**src/pmx_pkg.sv**
```systemverilog
// pmx_pkg: constants, types and decode helpers for the port-0 pin function mux.
// assumes a single 250 MHz system clock and one register master.
package pmx_pkg;

  // pins handled by this mux, and select field geometry
  localparam int PIN_COUNT      = 23;
  localparam int FIELD_W        = 2;
  localparam int FIELDS_PER_REG = 16;

  // register byte addresses
  localparam logic [31:0] ADDR_SEL_LOW  = 32'he002c000;
  localparam logic [31:0] ADDR_SEL_HIGH = 32'he002c004;
  localparam logic [31:0] ADDR_SEL_BUS  = 32'he002c014;

  // reset values
  localparam logic [31:0] RST_SEL_LOW  = 32'h00000000;
  localparam logic [31:0] RST_SEL_HIGH = 32'h00000000;
  localparam logic [31:0] RST_SEL_BUS  = 32'h00000000;
  localparam logic [31:0] RD_UNMAPPED  = 32'h00000000;

  // select codes
  localparam logic [1:0] CODE_GPIO = 2'h0;
  localparam logic [1:0] CODE_ALT1 = 2'h1;
  localparam logic [1:0] CODE_ALT2 = 2'h2;
  localparam logic [1:0] CODE_ALT3 = 2'h3;

  // every signal a pin can be joined to
  typedef enum logic [5:0] {
    FN_GPIO, FN_RESERVED,
    FN_U0_TXD, FN_U0_RXD,
    FN_PWM1, FN_PWM2, FN_PWM3, FN_PWM4, FN_PWM5, FN_PWM6,
    FN_EXT_INT0, FN_EXT_INT1, FN_EXT_INT2, FN_EXT_INT3,
    FN_I2C_SCL, FN_I2C_SDA,
    FN_T0_CAP0, FN_T0_CAP1, FN_T0_CAP2,
    FN_T0_MAT0, FN_T0_MAT1, FN_T0_MAT2,
    FN_SPI0_SCK, FN_SPI0_MISO, FN_SPI0_MOSI, FN_SPI0_SSEL,
    FN_U1_TXD, FN_U1_RXD, FN_U1_RTS, FN_U1_CTS,
    FN_U1_DSR, FN_U1_DTR, FN_U1_DCD, FN_U1_RI,
    FN_T1_CAP0, FN_T1_CAP1, FN_T1_CAP2, FN_T1_CAP3,
    FN_T1_MAT0, FN_T1_MAT1, FN_T1_MAT2, FN_T1_MAT3,
    FN_SPI1_SCK, FN_SPI1_MISO, FN_SPI1_MOSI, FN_SPI1_SSEL
  } pmx_func_e;

  localparam int FUNC_COUNT = int'(FN_SPI1_SSEL) + 1;

  // how a pin is driven for a given function
  typedef enum logic [2:0] {
    KIND_GPIO, KIND_IN, KIND_OUT, KIND_BIDIR, KIND_OPEN_DRAIN
  } pmx_kind_e;

  // pad drive pair
  typedef struct packed {
    logic level;
    logic enable;
  } pmx_drive_s;

  // register port request
  typedef struct packed {
    logic [31:0] addr;
    logic [31:0] wdata;
    logic        wr;
    logic        rd;
  } pmx_req_s;

  // direction class of each function
  function automatic pmx_kind_e func_kind(input pmx_func_e f);
    case (f)
      FN_GPIO: func_kind = KIND_GPIO;
      FN_U0_TXD, FN_U1_TXD, FN_U1_RTS, FN_U1_DTR,
      FN_PWM1, FN_PWM2, FN_PWM3, FN_PWM4, FN_PWM5, FN_PWM6,
      FN_T0_MAT0, FN_T0_MAT1, FN_T0_MAT2,
      FN_T1_MAT0, FN_T1_MAT1, FN_T1_MAT2, FN_T1_MAT3: func_kind = KIND_OUT;
      FN_SPI0_SCK, FN_SPI0_MISO, FN_SPI0_MOSI, FN_SPI0_SSEL,
      FN_SPI1_SCK, FN_SPI1_MISO, FN_SPI1_MOSI, FN_SPI1_SSEL: func_kind = KIND_BIDIR;
      FN_I2C_SCL, FN_I2C_SDA: func_kind = KIND_OPEN_DRAIN;
      default: func_kind = KIND_IN;
    endcase
  endfunction : func_kind

endpackage : pmx_pkg

```
**src/pmx_regs.sv**
```systemverilog
// pmx_regs: the three select registers behind the plain register port.
// assumes one-cycle strobes, never read and write together.
`timescale 1ns/1ps
module pmx_regs (
  // clock and reset
  input  wire logic              sys_clk,
  input  wire logic              rst,
  // register port
  input  wire pmx_pkg::pmx_req_s req,
  output logic [31:0]            rd_data,
  // select register contents
  output logic [31:0]            sel_low,
  output logic [31:0]            sel_high,
  output logic [31:0]            sel_bus
);
  import pmx_pkg::*;

  // writes store the whole word at the decoded address
  always_ff @(posedge sys_clk or posedge rst) begin
    if (rst) begin
      sel_low  <= RST_SEL_LOW;
      sel_high <= RST_SEL_HIGH;
      sel_bus  <= RST_SEL_BUS;
    end else if (req.wr) begin
      if (req.addr == ADDR_SEL_LOW)  sel_low  <= req.wdata;
      if (req.addr == ADDR_SEL_HIGH) sel_high <= req.wdata;
      if (req.addr == ADDR_SEL_BUS)  sel_bus  <= req.wdata;
    end
  end

  // read data stand in the cycle after the strobe
  always_ff @(posedge sys_clk or posedge rst) begin
    if (rst) begin
      rd_data <= RD_UNMAPPED;
    end else if (req.rd) begin
      case (req.addr)
        ADDR_SEL_LOW:  rd_data <= sel_low;
        ADDR_SEL_HIGH: rd_data <= sel_high;
        ADDR_SEL_BUS:  rd_data <= sel_bus;
        default:       rd_data <= RD_UNMAPPED;
      endcase
    end else begin
      rd_data <= RD_UNMAPPED;
    end
  end

endmodule : pmx_regs

```
**src/pmx_pin_cell.sv**
```systemverilog
// pmx_pin_cell: output side of one pad, registered level and enable.
// assumes function selection settles one cycle before use.
`timescale 1ns/1ps
module pmx_pin_cell #(
  parameter int NF = pmx_pkg::FUNC_COUNT
) (
  // clock and reset
  input  wire logic                sys_clk,
  input  wire logic                rst,
  // selection and sources
  input  wire pmx_pkg::pmx_func_e  func,
  input  wire logic                gpio_out,
  input  wire logic                gpio_dir,
  input  wire logic [NF-1:0]       periph_out,
  input  wire logic [NF-1:0]       periph_oe,
  // pad drive
  output pmx_pkg::pmx_drive_s      drive
);
  import pmx_pkg::*;

  // pick level and enable by the selected function's direction class
  always_ff @(posedge sys_clk or posedge rst) begin
    if (rst) begin
      drive <= '0;
    end else begin
      case (func_kind(func))
        KIND_GPIO: begin
          drive.level  <= gpio_out;
          drive.enable <= gpio_dir;
        end
        KIND_OUT: begin
          drive.level  <= periph_out[func];
          drive.enable <= 1'b1;
        end
        KIND_BIDIR: begin
          drive.level  <= periph_out[func];
          drive.enable <= periph_oe[func];
        end
        KIND_OPEN_DRAIN: begin
          drive.level  <= 1'b0;
          drive.enable <= ~periph_out[func];
        end
        default: begin
          drive.level  <= 1'b0; // inputs and reserved codes never drive
          drive.enable <= 1'b0;
        end
      endcase
    end
  end

endmodule : pmx_pin_cell

```
**src/pmx_top.sv**
```systemverilog
// pmx_top: port-0 pin function mux for pins 0 to 22.
// assumes peripherals present per-function out/oe vectors and take inputs back.
//
// Notes on behaviour
// - each pin muxed to gpio or peripheral
// - three read/write select registers at fixed addresses
// - two-bit field per pin, 00 gpio, reset 00
// - unmapped enabled peripheral sees undefined input; here an unmapped peripheral input reads 0
// - gpio direction only when gpio selected
// - pins 0 to 2 function table
// - pins 3 and 4 function table
// - pins 5 to 7 function table
// - pins 8 to 10 function table
// - pins 11 to 15 function table
// - pins 16 to 18 function table
// - pins 19 to 22 function table
`timescale 1ns/1ps
module pmx_top (
  // clock and reset
  input  wire logic                             sys_clk,
  input  wire logic                             rst,
  // register port
  input  wire pmx_pkg::pmx_req_s                req,
  output logic [31:0]                           rd_data,
  // gpio port side
  input  wire logic [pmx_pkg::PIN_COUNT-1:0]    gpio_out,
  input  wire logic [pmx_pkg::PIN_COUNT-1:0]    gpio_dir,
  output logic [pmx_pkg::PIN_COUNT-1:0]         gpio_in,
  // peripheral side, indexed by function
  input  wire logic [pmx_pkg::FUNC_COUNT-1:0]   periph_out,
  input  wire logic [pmx_pkg::FUNC_COUNT-1:0]   periph_oe,
  output logic [pmx_pkg::FUNC_COUNT-1:0]        periph_in,
  // pads
  input  wire logic [pmx_pkg::PIN_COUNT-1:0]    pad_in,
  output logic [pmx_pkg::PIN_COUNT-1:0]         pad_out,
  output logic [pmx_pkg::PIN_COUNT-1:0]         pad_oe
);
  import pmx_pkg::*;

  logic [31:0]           sel_low;
  logic [31:0]           sel_high;
  logic [31:0]           sel_bus;
  pmx_func_e             pin_func [PIN_COUNT];
  pmx_drive_s            drive    [PIN_COUNT];
  logic [FUNC_COUNT-1:0] next_periph_in;

  // choose among the three alternates of a pin
  function automatic pmx_func_e pick(input logic [1:0] code, input pmx_func_e f1,
                                     input pmx_func_e f2, input pmx_func_e f3);
    case (code)
      CODE_ALT1: pick = f1;
      CODE_ALT2: pick = f2;
      CODE_ALT3: pick = f3;
      default:   pick = FN_GPIO;
    endcase
  endfunction : pick

  // function table of port-0 pins 0 to 22
  function automatic pmx_func_e func_of(input int pin, input logic [1:0] code);
    case (pin)
      0:  func_of = pick(code, FN_U0_TXD,    FN_PWM1,      FN_RESERVED);
      1:  func_of = pick(code, FN_U0_RXD,    FN_PWM3,      FN_EXT_INT0);
      2:  func_of = pick(code, FN_I2C_SCL,   FN_T0_CAP0,   FN_RESERVED);
      3:  func_of = pick(code, FN_I2C_SDA,   FN_T0_MAT0,   FN_EXT_INT1);
      4:  func_of = pick(code, FN_SPI0_SCK,  FN_T0_CAP1,   FN_RESERVED);
      5:  func_of = pick(code, FN_SPI0_MISO, FN_T0_MAT1,   FN_RESERVED);
      6:  func_of = pick(code, FN_SPI0_MOSI, FN_T0_CAP2,   FN_RESERVED);
      7:  func_of = pick(code, FN_SPI0_SSEL, FN_PWM2,      FN_EXT_INT2);
      8:  func_of = pick(code, FN_U1_TXD,    FN_PWM4,      FN_RESERVED);
      9:  func_of = pick(code, FN_U1_RXD,    FN_PWM6,      FN_EXT_INT3);
      10: func_of = pick(code, FN_U1_RTS,    FN_T1_CAP0,   FN_RESERVED);
      11: func_of = pick(code, FN_U1_CTS,    FN_T1_CAP1,   FN_RESERVED);
      12: func_of = pick(code, FN_U1_DSR,    FN_T1_MAT0,   FN_RESERVED);
      13: func_of = pick(code, FN_U1_DTR,    FN_T1_MAT1,   FN_RESERVED);
      14: func_of = pick(code, FN_U1_DCD,    FN_EXT_INT1,  FN_RESERVED);
      15: func_of = pick(code, FN_U1_RI,     FN_EXT_INT2,  FN_RESERVED);
      16: func_of = pick(code, FN_EXT_INT0,  FN_T0_MAT2,   FN_T0_CAP2);
      17: func_of = pick(code, FN_T1_CAP2,   FN_SPI1_SCK,  FN_T1_MAT2);
      18: func_of = pick(code, FN_T1_CAP3,   FN_SPI1_MISO, FN_T1_MAT3);
      19: func_of = pick(code, FN_T1_MAT2,   FN_SPI1_MOSI, FN_T1_CAP2);
      20: func_of = pick(code, FN_T1_MAT3,   FN_SPI1_SSEL, FN_EXT_INT3);
      21: func_of = pick(code, FN_PWM5,      FN_RESERVED,  FN_T1_CAP3);
      22: func_of = pick(code, FN_RESERVED,  FN_T0_CAP0,   FN_T0_MAT0);
      default: func_of = FN_RESERVED;
    endcase
  endfunction : func_of

  // select register file
  pmx_regs u_regs (
    .sys_clk  (sys_clk),
    .rst      (rst),
    .req      (req),
    .rd_data  (rd_data),
    .sel_low  (sel_low),
    .sel_high (sel_high),
    .sel_bus  (sel_bus)
  );

  // per-pin field decode and output cell
  genvar gp;
  generate
    for (gp = 0; gp < PIN_COUNT; gp++) begin : g_pin
      localparam int LOW_BIT = FIELD_W * (gp % FIELDS_PER_REG);
      logic [1:0] code;
      // pins 0-15 in the low register, the rest in the high one
      assign code = (gp < FIELDS_PER_REG) ? sel_low[LOW_BIT +: FIELD_W]
                                          : sel_high[LOW_BIT +: FIELD_W];
      assign pin_func[gp] = func_of(gp, code);

      pmx_pin_cell u_cell (
        .sys_clk    (sys_clk),
        .rst        (rst),
        .func       (pin_func[gp]),
        .gpio_out   (gpio_out[gp]),
        .gpio_dir   (gpio_dir[gp]),
        .periph_out (periph_out),
        .periph_oe  (periph_oe),
        .drive      (drive[gp])
      );
      // pad pins straight from the cell flops
      assign pad_out[gp] = drive[gp].level;
      assign pad_oe[gp]  = drive[gp].enable;
    end
  endgenerate

  // route pads back to peripherals; lowest mapped pin wins, unmapped reads 0
  always_comb begin
    next_periph_in = '0;
    for (int p = PIN_COUNT - 1; p >= 0; p--) begin
      if (pin_func[p] != FN_GPIO && pin_func[p] != FN_RESERVED) begin
        next_periph_in[pin_func[p]] = pad_in[p];
      end
    end
  end

  // registered peripheral inputs
  always_ff @(posedge sys_clk or posedge rst) begin
    if (rst) begin
      periph_in <= '0;
    end else begin
      periph_in <= next_periph_in;
    end
  end

  // gpio always sees the pad level, whatever is selected
  always_ff @(posedge sys_clk or posedge rst) begin
    if (rst) begin
      gpio_in <= '0;
    end else begin
      gpio_in <= pad_in;
    end
  end

endmodule : pmx_top

```
**config.mk**
```make
export PLATFORM = sky130hd
export DESIGN_NAME = pmx_top
export DESIGN_NICKNAME = d
export VERILOG_FILES = /design/src/pmx_pkg.sv /design/src/pmx_regs.sv /design/src/pmx_pin_cell.sv /design/src/pmx_top.sv
export SDC_FILE = /design/constraint.sdc
export NUM_CORES = 1
export LEC_CHECK = 0
export ABC_CLOCK_PERIOD_IN_PS = 16600
export BUFFER_PORTS_ARGS = -buffer_cell sky130_fd_sc_hd__buf_4
export CORE_MARGIN = 2
export CORE_UTILIZATION = 50
export CTS_CLUSTER_SIZE = 16
export DETAILED_ROUTE_END_ITERATION = 10
export HOLD_SLACK_MARGIN = 0.02
export PLACE_DENSITY = 0.77
export SLEW_MARGIN = 0
export SYNTH_ARGS = -nofsm -noshare
export SYNTH_HDL_FRONTEND = slang
export SYNTH_MEMORY_MAX_BITS = 65536
export SYNTH_SLANG_ARGS = --single-unit
```
**constraint.sdc**
```tcl
create_clock -name sys_clk -period 16.6 [get_ports sys_clk]
set_input_delay 3.32 -clock sys_clk [delete_from_list [all_inputs] [get_ports sys_clk]]
set_output_delay 3.32 -clock sys_clk [all_outputs]
set_load 0.1 [all_outputs]
```
Word level (Yosys, flattened, before mapping)

Memories as Yosys holds them, arrays and structs flattened.
Cells that the tools add are included.
Widths: inputs -> output; s select.

Equality and inequality tests: 164
Reduce and logical (&&, ||, !) cells: 95
Order comparisons: 46
Muxes and demuxes: 231
Bitwise operators: 24

Operators with widths:

| kind                 | number |
|---|---|
| $mux 46              | 23 |
| $bwmux 46            | 22 |
| $bmux 1 s6           | 46 |
| $pmux 6 s3           | 11 |
| $pmux 2 s4           | 23 |
| $pmux 5 s3           | 10 |
| $demux 1 s6          | 23 |
| $eq 3x2->1 const B   | 46 |
| $ge 6x1->1 const B   | 23 |
| $ne 6x1->1 const B   | 23 |
| $reduce_bool 6->1    | 23 |
| $eq 32x32->1 const B | 3 |
| $pmux 32 s3          | 1 |
| $eq 2x2->1 const B   | 46 |
| $lt 6x7->1 const B   | 11 |
| $lt 5x7->1 const B   | 10 |
| $eq 3x3->1 const B   | 23 |
| $logic_not 3->1      | 23 |
| $mux 1               | 69 |
| $and 46x46->46       | 1 |
| $eq 2x1->1 const B   | 23 |
| $logic_and 1x1->1    | 46 |
| $mux 32              | 1 |
| $not 1->1            | 23 |
| other kinds (5)      | 7 |

Memories: 23
Register bits: 243
Output and inout bits: 147
Memory bits (read-only): 4416

Memory list:

| memory           | depth | width | rd ports | clocked after Yosys merged registers in | write ports | line          | source |
|---|---|---|---|---|---|---|---|
| (name not given) | 64    | 3     | 1        | 0                                       | 0           | pmx_pkg.sv:67 | `case (f)` |
| (name not given) | 64    | 3     | 1        | 0                                       | 0           | pmx_pkg.sv:67 |  |
| (name not given) | 64    | 3     | 1        | 0                                       | 0           | pmx_pkg.sv:67 |  |
| (name not given) | 64    | 3     | 1        | 0                                       | 0           | pmx_pkg.sv:67 |  |
| (name not given) | 64    | 3     | 1        | 0                                       | 0           | pmx_pkg.sv:67 |  |
| (name not given) | 64    | 3     | 1        | 0                                       | 0           | pmx_pkg.sv:67 |  |
| +17 memories     | --    | --    | --       | --                                      | --          | --            |  |

Depth between registers and ports, before layout

Word-level depth: 52
Gate-level depth with buffers: 9
Gate-level depth less buffers: 7

Cells and area by module

From an unflattened synthesis, not the netlist that was laid out.

Cells, all modules: 3620
Area, all modules: 36822.8 um^2

By module, submodules not included:

| module                              | cells each | seq. area each (um^2) | instances | area an instance (um^2) |
|---|---|---|---|---|
| pmx_pin_cell (g_pin[0].u_cell ...)  | 126        | 50.0                  | 13        | 1173.6 |
| pmx_pin_cell (g_pin[21].u_cell ...) | 110        | 50.0                  | 10        | 1166.1 |
| pmx_regs                            | 368        | 3203.1                | 1         | 5198.7 |
| pmx_top                             | 514        | 1726.7                | 1         | 4705.8 |

Least setup slack after synthesis

Ideal clock, no wire load.

Path kind: input port to flip-flop
Start point: in req[59] (netlist name)
End point: reg u_regs.sel_low[10]
Arrival time: 4876 ps
Setup slack: 11599 ps
Stages on the path: 7
Buffers on the path: 2
Data required time: 16475 ps
Path through: nor4b_2 nand4_1 nor4_4 and3_1 buf_2 buf_4 mux2_2

Longest elaborated chain between the ends: 2

RTL lines:

| item                              | line           | source |
|---|---|---|
| from (decl)                       | pmx_top.sv:23  | `input wire pmx_pkg::pmx_req_s req,` |
| $eq 32x32->1                      | pmx_regs.sv:25 | `if (req.addr == ADDR_SEL_LOW) sel_low <= req.wdata;` |
| $reduce_and 2->1 (no source line) | --             |  |
| to (signal assigned)              | pmx_regs.sv:25 |  |
| to (decl)                         | pmx_regs.sv:12 | `output logic [31:0] sel_low,` |

Every way passes these cells.
A chain may end at the register's enable or synchronous reset.

==> out/metrics.csv <==
stage,metric,value,unit
clocking,clk_latency,0.55,ns
timing,finalSetupTns,0,ns
setup_path,worstPathCellList,"buf_4, inv_8, buf_4, buf_4",
clocking,cts_inserted_buffers,26,
setup_path,endpoint_kind,asynchronous set/reset pin,
yosys,syn_area,13500,sq um
route,drtIter0Drc,934,
grt,antenna_found_initial,0,
placement,dp_hpwl,34.48,mm
clocking,htreeDepth,1,
timing,setup_violations,0,
timing,hold_violations,0,
yosys,synth_fp_nets,1556,
grt,grt_pass1_vias,11215,
grt,grt_max_degree,103,
floorplan,core,26730,sq um
final_layout,area_delta_synth_final,28.23,%
clocking,ctsHoldBuffers,0,
timing,max_freq,195.9,MHz
yosys,yosysSeqAreaShare,0.4506,
yosys,synth_warnings,0,
clocking,clk_pin_slew_worst_paths,0.06,ns
setup_path,crit_path_top_delay_cell,buf_4,
setup_path,path_max_fanout,102,
floorplan,boundaryPins,376,
yosys,synthArstFlopShare,1.000,
yosys,avgSynthCellArea,11.14,sq um
power_and_ir_drop,p_per_area,80.32,nW/um^2
timing,grt_setup_unrepaired,no,
timing,drv_slew,0,
grt,grt_pass1_wl,67.11,mm
placement,gp_routability_congestion,0.9548,
route,finalWirelength,45.04,mm
clocking,clockRootBuffer,clkbuf_16,
route,antenna_left,0,
final_layout,layout.nets,1892,
route,wire_per_inst,23.60,um
yosys,ys_ff_latch,243,
route,viasPerCell,5.870,
min_path,hold_class,reg -> reg,
grt,grt_usage,0.3131,
timing,clock_skew,0.03055,ns
outcome,status,finished clean,
clocking,post_cts_resize_count,0,
grt,grt_remaining_overflow,0,
timing,min_period_over_period,0.3076,
clocking,cts_sinks,243,
placement,io_buffers,360,
yosys,synthFlopType,dfrtp_1,
floorplan,dieArea,28320,sq um
route,num_vias,11200,
placement,placed_area,16410,sq um
clocking,cts_setup_buffers,0,
floorplan,die_x,168.3,um
floorplan,die_h,168.3,um
clocking,cts_tree,done,
timing,worstMarginPinSlew,0.9262,ns
setup_path,worst-setup-path-type,in -> async,
yosys,synth.distinct_cells,62,
setup_path,start_kind,input port,
route,drtPass1Iterations,7,
setup_path,arrival,5.64,ns
floorplan,rows,60,
final_layout,drive_gt1_frac,0.3352,
setup_path,cp.required,17.13,ns
setup_path,max_stage_delay,0.82,ns
timing,relSlewSlack,0.3825,
power_and_ir_drop,power.leakage,8.454,nW
yosys,synth_edf_count,0,
yosys,syn_inst,1211,
flow_run,maxCapViolCount,0,
final_layout,fin_area,17310,sq um
clocking,clockBufferDepth,3,
route,drc,0,
setup_path,cp_common_cell,buf_4,
timing,layout_min_cycle_time,5.106,ns
floorplan,initial_core_util,0.5050,
power_and_ir_drop,vdd_ir_drop_max,0.06750,mV
## worst max-delay path, delay by kind of cell
family | cells | cell delay (ns)
buffers and inverters | 4 | 2.19
## cell type report
| cell class | instances | area [sq um] |
|---|---|---|
| Fill cell | 2146 | 9420 |
| Multi-Input combinational cell | 854 | 6927 |
| Timing Repair Buffer | 369 | 2770 |
| Antenna cell | 1 | 2.502 |
| Sequential cell | 243 | 6081 |
| Clock inverter | 12 | 166.4 |
| Tap cell | 341 | 426.7 |
| Inverter | 53 | 206.4 |
| Clock buffer | 35 | 725.7 |
## Yosys cell counts, types with 5 or more instances
master	instances	area, sq um
nand3_1	44	220.2
a311oi_1	5	43.79
a31oi_1	17	106.4
buf_6	6	67.56
mux4_2	33	743.2
nand4_1	21	131.4
nand3b_1	5	37.54
nor2b_1	21	131.4
mux2i_1	56	560.5
mux2_1	37	416.7
a21oi_1	66	330.3
o211ai_1	11	82.58
and3_1	12	75.07
nand2b_1	5	31.28
nor2_1	127	476.7
o21ai_0	34	170.2
dfrtp_1	243	6081
inv_1	53	198.9
o21a_1	6	45.04
clkbuf_1	49	183.9
nand2_1	75	281.5
mux2_2	71	799.5
a31o_2	5	43.79
a211oi_1	11	82.58
ha_1	116	1451
a221oi_1	10	87.58
## final timing paths
check                                     from                   to  slack [ns]  depth (start not counted)
min                        u_regs.sel_high[15]  u_regs.sel_high[15]        0.49                          1
max in group sys_clk                   req[59]  u_regs.sel_high[12]       11.63                          7
max reg2reg                 u_regs.sel_low[24]        periph_in[24]       13.81                          6
max                                        rst   u_regs.sel_bus[31]       11.49                          4
min reg2reg                u_regs.sel_high[15]  u_regs.sel_high[15]        0.49                          1
min in group asynchronous                  rst          gpio_in[12]        2.85                          2
## layer usage
metal  vias up  part of all wire  global-route usage  wire, um
met5         -                 0                   0         0
met4         0             0.038              0.1147      1702
met3        86             0.090             0.06441      4042
met2       547              0.48              0.5155     21440
met1      5550              0.40              0.4119     17850
li1       5017                 -                   -         -
## stage by stage
step	total power [W]	utilization	cells	setup slack (ns)	hold slack (ns)
floorplan	0.0007104	-	1211	6.607	0.4574
global placement	0.0007898	0.6140	1860	10.84	0.4664
detailed placement	0.0007908	0.6140	1860	10.79	0.4750
CTS	0.001396	0.6474	1907	11.35	0.4883
global route	0.001434	0.6474	1907	11.05	0.5021
finish	0.001390	0.6475	1908	11.49	0.4853
## cell families (layout without fill, tap and decap cells)
| kind of cell | count (synthesis) | in the layout | share of synthesized area |
|---|---|---|---|
| buffers and inverters | 114 | 469 | 0.03634 |
| AND/OR/NAND/NOR | 335 | 335 | 0.1188 |
| multiplexers | 197 | 197 | 0.1867 |
| flip-flops | 243 | 243 | 0.4506 |
| other | 0 | 1 | 0 |
| adder cells (fa/ha/maj) | 117 | 117 | 0.1083 |
| AO/OA/AOI/OAI | 205 | 205 | 0.09930 |
## sequential cells by signal (all words and copies together), names as in the netlist
signal,flops
g_pin.u_cell.drive,46
periph_in,46
u_regs.rd_data,32
u_regs.sel_bus,32
u_regs.sel_high,32
u_regs.sel_low,32
gpio_in,23
## power breakdown
group	internal (W)	switching (W)	leakage, nW
combinational	0.0000578	0.000119	4.78
sequential	0.000601	0.00000289	3.24
clock	0.000368	0.000241	0.439
## placed cells by master, fill, tap and decap left out, types with 10 or more instances in the layout
| master | count |
|---|---|
| nor2_1 | 126 |
| inv_1 | 52 |
| a31oi_1 | 17 |
| mux2_2 | 71 |
| a21oi_1 | 66 |
| clkbuf_16 | 27 |
| mux4_2 | 33 |
| nand3_1 | 44 |
| o21ai_0 | 34 |
| o211ai_1 | 11 |
| mux2i_1 | 56 |
| nand2_1 | 75 |
| a221oi_1 | 10 |
| nor2b_1 | 21 |
| ha_1 | 116 |
| a211oi_1 | 11 |
| and3_1 | 12 |
| mux2_1 | 37 |
| dfrtp_1 | 243 |
| buf_4 | 369 |
| nand4_1 | 21 |
(Power assumes the default switching activity.)
